## src/shared/tmc_defines.svh

```systemverilog
// Purpose: offsets, field positions, reset values and limits of the timer modulo block
// Assumes: byte-wide registers, each on its own 32-bit aligned APB word
// Notes: definitions only, included by bare name
`ifndef TMC_DEFINES_SVH
`define TMC_DEFINES_SVH

// register byte addresses
`define TMC_OFF_SC 8'h00
`define TMC_OFF_CNT_HI 8'h04
`define TMC_OFF_CNT_LO 8'h08
`define TMC_OFF_MOD_HI 8'h0c
`define TMC_OFF_MOD_LO 8'h10

// status and control field positions
`define TMC_SC_WRAP_BIT 7
`define TMC_SC_CLK_HI 4
`define TMC_SC_CLK_LO 3

// reset values
`define TMC_MOD_RESET 16'h0000
`define TMC_CNT_RESET 16'h0000
`define TMC_CLK_RESET 2'b00
`define TMC_BYTE_ZERO 8'h00

// free-running limits used when the modulo value is zero
`define TMC_FREE_TOP 16'hffff
`define TMC_FREE_LOAD 16'hfffe

`endif

```

## src/shared/tmc_pkg.sv

```systemverilog
// Purpose: shared types of the timer modulo block
// Assumes: used by the top module and its two leaves
// Notes: numeric constants live in tmc_defines.svh
package tmc_pkg;

   // one 16-bit counter or modulo word
   typedef logic [15:0] tmc_word_t;

   // one register byte
   typedef logic [7:0] tmc_byte_t;

   // counter read coherency state
   typedef enum logic [0:0] {
      TMC_COH_IDLE = 1'b0,
      TMC_COH_HELD = 1'b1
   } tmc_coh_t;

   // clock source selection, zero means no clock
   typedef enum logic [1:0] {
      TMC_CLK_OFF = 2'b00,
      TMC_CLK_SRC1 = 2'b01,
      TMC_CLK_SRC2 = 2'b10,
      TMC_CLK_SRC3 = 2'b11
   } tmc_clksel_t;

endpackage : tmc_pkg

```

## src/shared/tmc_if.sv

```systemverilog
// Purpose: carrier between the register front end, the counter and the modulo buffer
// Assumes: single clock domain, all signals synchronous
// Notes: ctl modport is the front end
`timescale 1ns/1ns
interface tmc_if;
   import tmc_pkg::*;

   // counter side
   logic step;
   logic cnt_clear;
   tmc_word_t count;
   logic wrap_evt;
   logic load_pt;

   // modulo buffer side
   logic wr_hi;
   logic wr_lo;
   tmc_byte_t wdata;
   logic sc_wr;
   logic debug;
   logic clk_on;
   tmc_word_t mod;
   logic inhibit;

   modport ctl (
      output step, cnt_clear, wr_hi, wr_lo, wdata, sc_wr, debug, clk_on,
      input count, wrap_evt, mod, inhibit
   );

   modport cnt (
      input step, cnt_clear, mod,
      output count, wrap_evt, load_pt
   );

   modport modb (
      input wr_hi, wr_lo, wdata, sc_wr, debug, clk_on, load_pt,
      output mod, inhibit
   );
endinterface : tmc_if

```

## src/verilog/tmc_top.sv

```systemverilog
// Purpose: 16-bit timer counter with buffered modulo and coherent byte reads over APB
// Assumes: inputs synchronous to REF_CLK_I; TIMER_TICK_I is a one-cycle tick
// Notes: APB answers with no wait state; read data is registered in the setup cycle
//
// Chosen here: the APB slave port and the address map.
`timescale 1ns/1ns
`include "tmc_defines.svh"
module tmc_top (
   // clock and reset
   input wire logic REF_CLK_I,
   input wire logic SRST_I,
   // apb slave
   input wire logic PSEL_I,
   input wire logic PENABLE_I,
   input wire logic PWRITE_I,
   input wire logic [7:0] PADDR_I,
   input wire logic [31:0] PWDATA_I,
   output logic [31:0] PRDATA_O,
   output logic PREADY_O,
   output logic PSLVERR_O,
   // timer events and state
   input wire logic TIMER_TICK_I,
   input wire logic HALTED_DEBUG_STATE_I,
   output tmc_pkg::tmc_word_t COUNT_O,
   output logic WRAP_FLAG_O
);
   import tmc_pkg::*;

   tmc_if link ();

   // bus phase decode
   logic setup;
   logic access;
   logic wr_en;
   logic rd_en;
   logic hit_sc;
   logic hit_cnt_hi;
   logic hit_cnt_lo;
   logic hit_mod_hi;
   logic hit_mod_lo;
   logic mapped;

   // software visible state
   tmc_clksel_t clock_source_select;
   logic wrap_flag;
   tmc_coh_t coh;
   tmc_byte_t cnt_lat;
   tmc_word_t snap;
   logic [31:0] next_prdata;
   logic next_err;
   logic err_q;

   // leaf instances
   tmc_counter u_counter (
      .clk_i (REF_CLK_I),
      .srst_i (SRST_I),
      .bus (link.cnt)
   );

   tmc_modbuf u_modbuf (
      .clk_i (REF_CLK_I),
      .srst_i (SRST_I),
      .bus (link.modb)
   );

   // apb phases; writes and read side effects happen only in the access cycle
   assign setup = PSEL_I && !PENABLE_I;
   assign access = PSEL_I && PENABLE_I;
   assign wr_en = access && PWRITE_I;
   assign rd_en = access && !PWRITE_I;

   // address decode
   always_comb begin
      hit_sc = 1'b0;
      hit_cnt_hi = 1'b0;
      hit_cnt_lo = 1'b0;
      hit_mod_hi = 1'b0;
      hit_mod_lo = 1'b0;
      if (PADDR_I == `TMC_OFF_SC) begin
         hit_sc = 1'b1;
      end else if (PADDR_I == `TMC_OFF_CNT_HI) begin
         hit_cnt_hi = 1'b1;
      end else if (PADDR_I == `TMC_OFF_CNT_LO) begin
         hit_cnt_lo = 1'b1;
      end else if (PADDR_I == `TMC_OFF_MOD_HI) begin
         hit_mod_hi = 1'b1;
      end else if (PADDR_I == `TMC_OFF_MOD_LO) begin
         hit_mod_lo = 1'b1;
      end
   end

   assign mapped = hit_sc || hit_cnt_hi || hit_cnt_lo || hit_mod_hi || hit_mod_lo;

   // zero wait states; error is flagged for unmapped addresses only
   assign PREADY_O = 1'b1;
   assign PSLVERR_O = access && err_q;

   // drive the carrier toward the leaves
   assign link.step = TIMER_TICK_I && (clock_source_select != TMC_CLK_OFF)
                      && !HALTED_DEBUG_STATE_I;
   assign link.cnt_clear = wr_en && (hit_cnt_hi || hit_cnt_lo) && !HALTED_DEBUG_STATE_I;
   assign link.wr_hi = wr_en && hit_mod_hi;
   assign link.wr_lo = wr_en && hit_mod_lo;
   assign link.wdata = PWDATA_I[7:0];
   assign link.sc_wr = wr_en && hit_sc;
   assign link.debug = HALTED_DEBUG_STATE_I;
   assign link.clk_on = (clock_source_select != TMC_CLK_OFF);

   // clock source select, written through the status register
   always_ff @(posedge REF_CLK_I) begin
      if (SRST_I) begin
         clock_source_select <= TMC_CLK_OFF;
      end else if (link.sc_wr) begin
         clock_source_select <= tmc_clksel_t'(PWDATA_I[`TMC_SC_CLK_HI:`TMC_SC_CLK_LO]);
      end
   end

   // wrap flag: writing zero to it clears, a wrap in the same cycle wins
   always_ff @(posedge REF_CLK_I) begin
      if (SRST_I) begin
         wrap_flag <= 1'b0;
      end else if (link.wrap_evt && !link.inhibit) begin
         wrap_flag <= 1'b1;
      end else if (link.sc_wr && !PWDATA_I[`TMC_SC_WRAP_BIT]) begin
         wrap_flag <= 1'b0;
      end
   end

   // snapshot of the counter taken with the read data in the setup cycle
   always_ff @(posedge REF_CLK_I) begin
      if (SRST_I) begin
         snap <= `TMC_CNT_RESET;
      end else if (setup) begin
         snap <= link.count;
      end
   end

   // read coherency: high read latches the low byte for the following low read
   always_ff @(posedge REF_CLK_I) begin
      if (SRST_I) begin
         coh <= TMC_COH_IDLE;
      end else if (HALTED_DEBUG_STATE_I) begin
         if (link.sc_wr || (wr_en && (hit_cnt_hi || hit_cnt_lo))) begin
            coh <= TMC_COH_IDLE;
         end else begin
            coh <= coh;
         end
      end else if (link.sc_wr || link.cnt_clear) begin
         coh <= TMC_COH_IDLE;
      end else if (rd_en && hit_cnt_hi && (coh == TMC_COH_IDLE)) begin
         coh <= TMC_COH_HELD;
      end else if (rd_en && hit_cnt_lo) begin
         coh <= TMC_COH_IDLE;
      end
   end

   // latched low byte, only loaded on a fresh high read outside debug
   always_ff @(posedge REF_CLK_I) begin
      if (SRST_I) begin
         cnt_lat <= `TMC_BYTE_ZERO;
      end else if (!HALTED_DEBUG_STATE_I && rd_en && hit_cnt_hi
                   && (coh == TMC_COH_IDLE)) begin
         cnt_lat <= snap[7:0];
      end
   end

   // read mux; a held low read returns the low byte latched at the high read
   always_comb begin
      next_prdata = 32'h0000_0000;
      next_err = 1'b0;
      if (hit_sc) begin
         next_prdata[`TMC_SC_WRAP_BIT] = wrap_flag;
         next_prdata[`TMC_SC_CLK_HI:`TMC_SC_CLK_LO] = clock_source_select;
      end else if (hit_cnt_hi) begin
         next_prdata[7:0] = link.count[15:8];
      end else if (hit_cnt_lo) begin
         next_prdata[7:0] = (coh == TMC_COH_HELD) ? cnt_lat : link.count[7:0];
      end else if (hit_mod_hi) begin
         next_prdata[7:0] = link.mod[15:8];
      end else if (hit_mod_lo) begin
         next_prdata[7:0] = link.mod[7:0];
      end else begin
         next_err = !mapped;
      end
   end

   // read data and error registered in setup so they stand through the access cycle
   always_ff @(posedge REF_CLK_I) begin
      if (SRST_I) begin
         PRDATA_O <= 32'h0000_0000;
         err_q <= 1'b0;
      end else if (setup) begin
         PRDATA_O <= PWRITE_I ? 32'h0000_0000 : next_prdata;
         err_q <= next_err;
      end
   end

   // status outputs
   assign COUNT_O = link.count;
   assign WRAP_FLAG_O = wrap_flag;
endmodule : tmc_top

```

## src/verilog/tmc_counter.sv

```systemverilog
// Purpose: 16-bit up counter that wraps at the modulo value
// Assumes: step is already gated by clock selection and debug halt
// Notes: a zero modulo value means the full 16-bit range
`timescale 1ns/1ns
`include "tmc_defines.svh"
module tmc_counter (
   // clock and reset
   input wire logic clk_i,
   input wire logic srst_i,
   // carrier
   tmc_if.cnt bus
);
   import tmc_pkg::*;

   tmc_word_t top;
   tmc_word_t next_count;

   // terminal count, zero modulo runs free
   assign top = (bus.mod == `TMC_MOD_RESET) ? `TMC_FREE_TOP : bus.mod;

   // wrap to zero after the terminal count
   assign next_count = (bus.count == top) ? `TMC_CNT_RESET : bus.count + 16'h0001;

   // buffered modulo lands as the counter steps onto the old terminal value
   assign bus.load_pt = bus.step && (bus.count == top - 16'h0001);

   // counter register
   always_ff @(posedge clk_i) begin
      if (srst_i || bus.cnt_clear) begin
         bus.count <= `TMC_CNT_RESET;
      end else if (bus.step) begin
         bus.count <= next_count;
      end
   end

   // one-cycle wrap event
   always_ff @(posedge clk_i) begin
      if (srst_i) begin
         bus.wrap_evt <= 1'b0;
      end else begin
         bus.wrap_evt <= bus.step && !bus.cnt_clear && (bus.count == top);
      end
   end
endmodule : tmc_counter

```

## src/verilog/tmc_modbuf.sv

```systemverilog
// Purpose: modulo value with byte write buffer and deferred load
// Assumes: write strobes are single-cycle pulses from the register front end
// Notes: while halted the buffer latches hold unless a status write clears them, and writes go straight to the modulo
`timescale 1ns/1ns
`include "tmc_defines.svh"
module tmc_modbuf (
   // clock and reset
   input wire logic clk_i,
   input wire logic srst_i,
   // carrier
   tmc_if.modb bus
);
   import tmc_pkg::*;

   tmc_byte_t buf_hi;
   tmc_byte_t buf_lo;
   logic got_hi;
   logic got_lo;
   logic both;

   // both halves present once this cycle's write is counted
   assign both = (got_hi || bus.wr_hi) && (got_lo || bus.wr_lo);

   // half-written modulo hides the wrap flag
   assign bus.inhibit = got_hi ^ got_lo;

   // byte buffers, untouched while halted
   always_ff @(posedge clk_i) begin
      if (srst_i) begin
         buf_hi <= `TMC_BYTE_ZERO;
         buf_lo <= `TMC_BYTE_ZERO;
      end else if (!bus.debug) begin
         if (bus.wr_hi) begin
            buf_hi <= bus.wdata;
         end
         if (bus.wr_lo) begin
            buf_lo <= bus.wdata;
         end
      end
   end

   // latch flags: status write clears them even when halted
   always_ff @(posedge clk_i) begin
      if (srst_i || bus.sc_wr) begin
         got_hi <= 1'b0;
         got_lo <= 1'b0;
      end else if (bus.debug) begin
         got_hi <= got_hi;
         got_lo <= got_lo;
      end else if (both && !bus.clk_on) begin
         got_hi <= 1'b0;
         got_lo <= 1'b0;
      end else if (got_hi && got_lo && bus.load_pt) begin
         // a byte written in the load cycle is kept as the start of the next pair
         got_hi <= bus.wr_hi;
         got_lo <= bus.wr_lo;
      end else begin
         got_hi <= got_hi || bus.wr_hi;
         got_lo <= got_lo || bus.wr_lo;
      end
   end

   // modulo register
   always_ff @(posedge clk_i) begin
      if (srst_i) begin
         bus.mod <= `TMC_MOD_RESET;
      end else if (bus.debug) begin
         // halted writes bypass the buffer
         if (bus.wr_hi) begin
            bus.mod[15:8] <= bus.wdata;
         end
         if (bus.wr_lo) begin
            bus.mod[7:0] <= bus.wdata;
         end
      end else if (!bus.sc_wr && both && !bus.clk_on) begin
         // no clock: take the pair as soon as it is complete
         bus.mod <= {bus.wr_hi ? bus.wdata : buf_hi, bus.wr_lo ? bus.wdata : buf_lo};
      end else if (!bus.sc_wr && got_hi && got_lo && bus.load_pt) begin
         bus.mod <= {buf_hi, buf_lo};
      end
   end
endmodule : tmc_modbuf

```

## config.mk

```make
export PLATFORM = sky130hd
export DESIGN_NAME = tmc_top
export DESIGN_NICKNAME = d
export VERILOG_FILES = /design/src/shared/tmc_pkg.sv /design/src/shared/tmc_if.sv /design/src/verilog/tmc_top.sv /design/src/verilog/tmc_counter.sv /design/src/verilog/tmc_modbuf.sv
export VERILOG_INCLUDE_DIRS = /design/src /design/src/shared
export SDC_FILE = /design/constraint.sdc
export NUM_CORES = 1
export LEC_CHECK = 0
export ABC_AREA = 1
export BUFFER_PORTS_ARGS = -buffer_cell sky130_fd_sc_hd__buf_2
export CORE_UTILIZATION = 40
export CTS_CLUSTER_DIAMETER = 60
export DETAILED_ROUTE_END_ITERATION = 6
export GPL_ROUTABILITY_DRIVEN = 0
export PLACE_DENSITY_LB_ADDON = 0.15
export SLEW_MARGIN = 20
export SYNTH_ARGS = -nofsm -noshare
export SYNTH_HDL_FRONTEND = slang
export SYNTH_SLANG_ARGS = --single-unit
```

## constraint.sdc

```tcl
create_clock -name REF_CLK_I -period 6.75 [get_ports REF_CLK_I]
set_input_delay 1.0125 -clock REF_CLK_I [delete_from_list [all_inputs] [get_ports REF_CLK_I]]
set_output_delay 1.0125 -clock REF_CLK_I [all_outputs]
set_load 0.02 [all_outputs]
```

==> metrics.md, run 1 <==
| Metric | Value |
|---|---|
| Maxcap violations | `0` |
| Total clock sinks | `80` |
| Flops & latches, synth | `80` |
| Syn avg cell area | `about 6.3 sq um` |
| Post-Route WL | `14220 microns` |
| Setup crit end | `u_modbuf.bus.mod[5]` |
| Total congestion overflow | `0` |
| Period utilization | `62.01%` |
| Vias in the first global route | `4737` |
| Die ar. | `0.01366 sq mm` |
| CTS tree | `built` |
| Most used cell along the critical path | `nor2_1` |
| Flop-to-flop setup slack | `2.95 ns` |
| Max Slew Vio Count | `0` |
| Worst-path cell chain | `buf_2, nor2_1, inv_2, nor3_1, nand3_1, nor2_1, or2_2, nand3_2, inv_2, nor2_1, nand2_2, nand3_1, nand2_1, nor2_1` |
| First-pass GRT wire length | `around 23000 microns` |
| Peak VDD IR | `0.0001760 V` |
| Maximum clock rate | `0.2389 GHz` |
| Status | `complete, no violations` |
| R2R Path End | `u_modbuf.bus.mod[5]` |
| Busiest grt layer | `met2` |
| Worst Tran Pin Value | `between 0.9 and 1 ns` |
| TNS Setup | `0 ns` |
| Total Routing Usage GR | `22.08%` |
| Via density | `5.093` |
| WP data arrival | `roughly 4.4 ns` |
| Leading cell types in the layout, fill and taps excluded | `nand2_1, inv_1, nor2_1` |
| Worst hold slack | `0.4560 ns` |
| Nets | `910` |
| Die extent in y | `116.9 microns` |
| CTS Buf Count | `9` |
| DIE WIDTH | `116.9 microns` |
| Top_reg_cell synth | `dfxtp_1` |
| RSZ-0062 raised after global routing | `no` |
| Post-Syn Area | `0.005280 sq mm` |
| Io pins | `98` |
| Min-Delay Startpoint | `snap[3]` |
| Initial antenna violation count | `0` |
| Kind of start point of the critical path | `input pin` |
| Setup CP Type | `in -> reg` |
| Largest net degree at the start of global routing | `49` |
| Pwr/cell area | `215.9 mW/mm^2` |
| Filler cells | `1357` |
| DRC errors left | `0` |
| Most common cell after layout, fill and taps aside | `nand2_1` |
| Drt initial violations | `roughly 400` |
| Slowest CP cell | `nor2_1` |
| Synth area leader | `dfxtp_1` |
| Setup-failing EPs final | `0` |
| Finished Layout Cells | `1037` |
| Worst-Skew Late Latency | `around 0.34 ns` |
| Layout cells sized above 1 | `10.75%` |
| Yosys warnings | `0` |
| HP Class | `reg -> reg` |
| Worst setup startpoint | `PADDR_I[1]` |
| Worst r2r src | `u_modbuf.bus.mod[1]` |
| EDFF count, synth | `0` |
| Hold_buf cts | `0` |
| Drt first pass iters | `5` |
| Clk slew on worst S/H paths | `~0.06 ns` |
| Final antenna-violating net count | `0` |
| Row count | `41` |
| Core Footprint | `0.01272 sq mm` |
| Ranking of synthesized cells by area | `dfxtp_1, nand2_1, inv_1, o21ai_0, nor2_1` |
| Crit-path max FO | `32` |
| Worst-case reg-to-reg path depth | `21` |
| Root Buffer | `clkbuf_16` |
| Port Buffers | `48` |
| Pleak | `~2.9 nW` |
| Synth top area share | `between 30% and 40%` |
| Area growth, synth to finish | `9.834%` |
| Post-cts repair resize count | `0` |
| Worst path max stage delay | `0.72 ns` |
| Initial core utilization | `41.50%` |
| Relative slew slack | `a little under two fifths` |
| Placed cell area | `0.005474 sq mm` |
| WL/cell | `13.71 microns` |
| Cell count after placement | `1021` |
| Met1 GRT Util | `30.31%` |
| Minimum clock period | `4.185 ns` |
| Worst Skew | `0.008334 ns` |
| Post-synthesis sequential area ratio | `a little under a third` |
| Post-Synthesis Cells | `around 830` |
| Antenna Cells | `0` |
| Ys async rst share | `0%` |
| Synth cell types | `44` |
| M2 GR Usage | `35.74%` |
| Bufs on Longest Clock Path | `2` |
| WP data required | `6.99 ns` |
| Global routing usage on met3 | `3.965%` |
| Crit. End Element | `register` |
| Via count | `5281` |
| H-tree depth | `3` |
| Post CTS Setup Buffer Count | `0` |
| Post-Layout Inst Area | `0.005799 sq mm` |
| Final Hold Viols | `0` |
| Hpwl dp | `between 10000 and 15000 microns` |
==> stage by stage <==
step,total power [mW],setup slack (ns),util [%]
floorplan,0.6932,3.918,-
global placement,0.7212,2.289,43.03
detailed placement,0.7260,2.263,43.03
CTS,1.258,2.615,45.55
global route,1.320,2.209,45.58
finish,1.252,2.565,45.58
==> power breakdown <==
part	internal, mW	switching (mW)	leakage [nW]
Sequential	0.488	0.0119	0.652
Combinational	0.0718	0.146	2.05
Clock	0.332	0.202	0.158
==> critical path: cells and delay by family <==
kind | cells | cell delay (ns)
buffers and inverters | 3 | 0.59
and+or+nand+nor | 11 | 2.79
==> how the worst min path moves through the flow <==
stage,endpoint,cells after the start
after floorplan,WRAP_FLAG_O,2
after global placement,cnt_lat[3],2
after detailed placement,WRAP_FLAG_O,2
after CTS,WRAP_FLAG_O,2
after global routing,WRAP_FLAG_O,2
final,snap[3],2
==> cells in the mapped netlist (2+ instances only) <==
cell type  instances
a211oi_1           2
a21boi_0           3
a21oi_1           53
a2bb2oi_1          4
buf_2              5
buf_4             26
buf_6              6
clkbuf_1          19
clkinv_1           2
conb_1             2
dfxtp_1           80
ha_1               3
inv_1            118
inv_2              6
mux2i_1            3
nand2_1          178
nand2_2            2
nand3_1           64
nand3b_1           5
nand4_1           12
nand4_2            2
nor2_1            87
nor2_2             8
nor3_1             6
o2111ai_1          3
o211ai_1          28
o21ai_0           73
o21ai_1            6
o221ai_1           2
or2_2              2
xnor2_1            2
xor2_1             8
xor2_2             2
==> final cells by class <==
class / count / area, sq um / area share, %
clock inverter: 6 / 82.58 / 1.424
multi-input combinational: 593 / 2933 / 50.57
clock buffer: 10 / 239.0 / 4.121
sequential: 80 / 1602 / 27.62
tap: 172 / 215.2 / 3.711
timing repair buffer: 50 / 255.2 / 4.401
inverter: 126 / 473.0 / 8.155
==> kinds of logic (layout without fill, tap and decap cells) <==
family	count (synthesis)	in the layout	share of synthesized area (%)
AND/OR/NAND/NOR	372	372	30.59
buffers and inverters	183	192	15.83
AO/OA/AOI/OAI	177	177	19.10
flip-flops	80	80	30.33
XOR/XNOR	13	13	2.725
adder cells (fa/ha/maj)	3	3	0.7110
multiplexers	3	3	0.5687
other	2	25	0.1422
==> registers in the layout (all words and copies together), names as in the netlist <==
| name | count |
|---|---|
| u_counter.bus.count | 16 |
| PRDATA_O | 8 |
| u_modbuf.got_hi | 1 |
| u_modbuf.bus.mod | 16 |
| clock_source_select | 2 |
| err_q | 1 |
| snap | 8 |
| WRAP_FLAG_O | 1 |
| coh | 1 |
| u_counter.bus.wrap_evt | 1 |
| u_modbuf.got_lo | 1 |
| cnt_lat | 8 |
| u_modbuf.buf_hi | 8 |
| u_modbuf.buf_lo | 8 |
==> per-layer routing <==
| metal | part of all wire [%] | vias to the layer above |
|---|---|---|
| met3 | 4.9 | 13 |
| li1 | - | 2706 |
| met2 | 45 | 129 |
| met5 | 0 | - |
| met4 | 1.4 | 0 |
| met1 | 49 | 2433 |
(Power assumes the default switching activity.)
==> run 2: changes to the inputs <==
- ABC_AREA: 1 -> 0
- clock period: 6.75 -> 3.5 ns (I/O delays scaled with it)
==> run 2 against run 1 <==
Against the previous run:
- register-to-register slack worse by 2.9 ns
- cell area is 1.6% higher
- sequential power increased by 82%
- clock power up 79%
- wire length shrank 2.1%
- combinational power decreased by 50%
- non-clock buffer count increased by 45
- synthesized area is 7.0% lower
- critical endpoint is now u_modbuf.bus.mod[1]
- largest power group unchanged
==> metrics.md, run 2 <==
| Metric | Value |
|---|---|
| Status | `complete, no violations` |
| Fin util | `49.06%` |
| Syn avg cell area | `between 8 and 9 sq um` |
| Total congestion overflow | `0` |
| Top_reg_cell synth | `dfxtp_1` |
| Worst Tran Pin Value | `0.7423 ns` |
| Maxcap violations | `0` |
| Synth top area share | `roughly a third` |
| RSZ-0062 raised after global routing | `yes` |
| Leading cell types in the layout, fill and taps excluded | `dfxtp_1, nor2_1, buf_2` |
| Maximum clock rate | `0.2866 GHz` |
| H-tree depth | `3` |
| DIE WIDTH | `112.8 microns` |
| Setup-failing EPs final | `0` |
| Die ar. | `0.01273 sq mm` |
| Placed cell area | `0.005460 sq mm` |
| Period utilization | `99.70%` |
| Via density | `5.573` |
| Power Total | `1.979 mW` |
| Area growth, synth to finish | `20.00%` |
| Pleak | `~2.4 nW` |
| Initial core utilization | `40.89%` |
| Pwr/cell area | `335.8 mW/mm^2` |
| Most instantiated cells after synthesis | `dfxtp_1, nor2_1, mux2i_1` |
| DRC errors left | `0` |
| WP data required | `around 3.8 ns` |
| Yosys warnings | `0` |
| Row count | `40` |
| Cell count after placement | `785` |
| Minimum clock period | `between 3 and 4 ns` |
| Kind of start point of the critical path | `register` |
| Ranking of synthesized cells by area | `dfxtp_1, mux2i_1, nor2_1, a21oi_1, buf_4` |
| Post-Synthesis Cells | `595` |
| Port Buffers | `between 40 and 50` |
| Final antenna-violating net count | `0` |
| Drt initial violations | `221` |
| Most common cell after layout, fill and taps aside | `dfxtp_1` |
| Total Routing Usage GR | `22.80%` |
| Hpwl dp | `10150 microns` |
| Layout cells sized above 1 | `26.07%` |
| Root Buffer | `clkbuf_16` |
| Worst Skew | `0.007969 ns` |
| Die extent in y | `roughly 110 microns` |
| Worst-Skew Late Latency | `0.35 ns` |
| First-pass GRT wire length | `22280 microns` |
| Synth area leader | `dfxtp_1` |
| Antenna Cells | `0` |
| Post-synthesis sequential area ratio | `between 30% and 40%` |
| Post-Syn Area | `0.004911 sq mm` |
| Via count | `around 4500` |
| Drt first pass iters | `5` |
| Max Slew Vio Count | `0` |
| WP data arrival | `between 3 and 4 ns` |
| Initial antenna violation count | `0` |
| CTS Buf Count | `9` |
| Bufs on Longest Clock Path | `2` |
| Nets | `701` |
| Total clock sinks | `80` |
| TNS Setup | `0 ns` |
| Peak VDD IR | `0.0002586 V` |
| Most numerous cell in the Yosys netlist | `dfxtp_1` |
| EDFF count, synth | `0` |
| Flops & latches, synth | `80` |
| Post-Layout Inst Area | `~0.0059 sq mm` |
| Largest net degree at the start of global routing | `64` |
| Vias in the first global route | `4206` |
| Clk slew on worst S/H paths | `approximately 0.06 ns` |
| CTS tree | `built` |
| Synth cell types | `66` |
| Setup CP Type | `reg -> reg` |
| Core Footprint | `0.01201 sq mm` |
| Finished Layout Cells | `803` |
| HP Class | `reg -> reg` |
| Ys async rst share | `0%` |
| Post-Route WL | `13920 microns` |
| Io pins | `98` |
| Crit. End Element | `register` |
| Crit-path max FO | `8` |
| Final Hold Viols | `0` |
| WL/cell | `17.34 microns` |
| Relative slew slack | `50.36%` |
| Biggest regs | `u_counter.bus.count x16, u_modbuf.bus.mod x16` |
| Hold_buf cts | `0` |
==> run 2: logic make-up after synthesis <==
family	after synthesis	synth area share [%]
AND/OR/NAND/NOR	228	24.05
AO/OA/AOI/OAI	111	15.77
flip-flops	80	32.61
buffers and inverters	80	8.866
multiplexers	48	9.834
XOR/XNOR	43	7.949
adder cells (fa/ha/maj)	3	0.7644
other	2	0.1529
==> run 2: per-stage QoR <==
step	setup WS (ns)	hold WS (ns)
after global placement	0.03872	0.4423
after detailed placement	0.01518	0.4456
after floorplan	-0.008450	0.4308
after CTS	0.005000	0.4542
after global routing	-0.1554	0.4629
final	0.01048	0.4536
==> run 2: final timing paths <==
| check | slack (ns) | start | endpoint | depth (start not counted) |
|---|---|---|---|---|
| max | 0.01 | u_modbuf.bus.mod[1] | u_modbuf.bus.mod[1] | 17 |
| min | 0.45 | snap[0] | snap[0] | 2 |
| max reg2reg | 0.01 | u_modbuf.bus.mod[1] | u_modbuf.bus.mod[1] | 17 |
| min reg2reg | 0.45 | snap[0] | snap[0] | 2 |
==> run 2: power breakdown <==
part           total (mW)  leakage (nW)  internal (mW)  switching (mW)
clock               0.957         0.150          0.554           0.404
combinational       0.110          1.58         0.0286          0.0815
sequential          0.911         0.646          0.911        0.000385
==> run 2: critical path, cell delays in order (launching register included) <==
cell	delay, ns
dfxtp_2	0.34
nor3_2	0.05
nor4b_4	0.13
and2_4	0.19
nor2_4	0.12
ha_4	0.17
nor3b_4	0.29
nand2_2	0.13
or3_4	0.36
or3_4	0.34
o2111ai_2	0.19
nand4_1	0.15
buf_4	0.18
nor4_4	0.19
buf_4	0.18
clkbuf_16	0.15
nor3_1	0.05
a211oi_1	0.20
==> run 2: timing repair <==
item / 4_1_cts / 5_1_grt
resized for setup: 1 / 21
pin swaps: 0 / 4
endpoints found under the setup margin: 15 / 33
cloned: 0 / 1
endpoints found under the hold margin: 0 / 0
setup buffers: 0 / 1
==> run 2: per-layer routing <==
metal  vias up  wire length [microns]  GRT usage [%]
met4         0                    285          7.556
li1       2161                      -              -
met1      2146                   6611          30.96
met5         -                      0              0
met2       144                   6304          36.01
met3        24                    721          4.767
==> run 2: cell type report <==
type                            instances  area, sq um
Fill cell                            1233         6118
Multi-Input combinational cell        458         3128
Sequential cell                        80         1607
Timing Repair Buffer                   95        651.9
Clock buffer                            9        225.2
Tap cell                              147        183.9
Clock inverter                          7        71.32
Inverter                                7        26.28
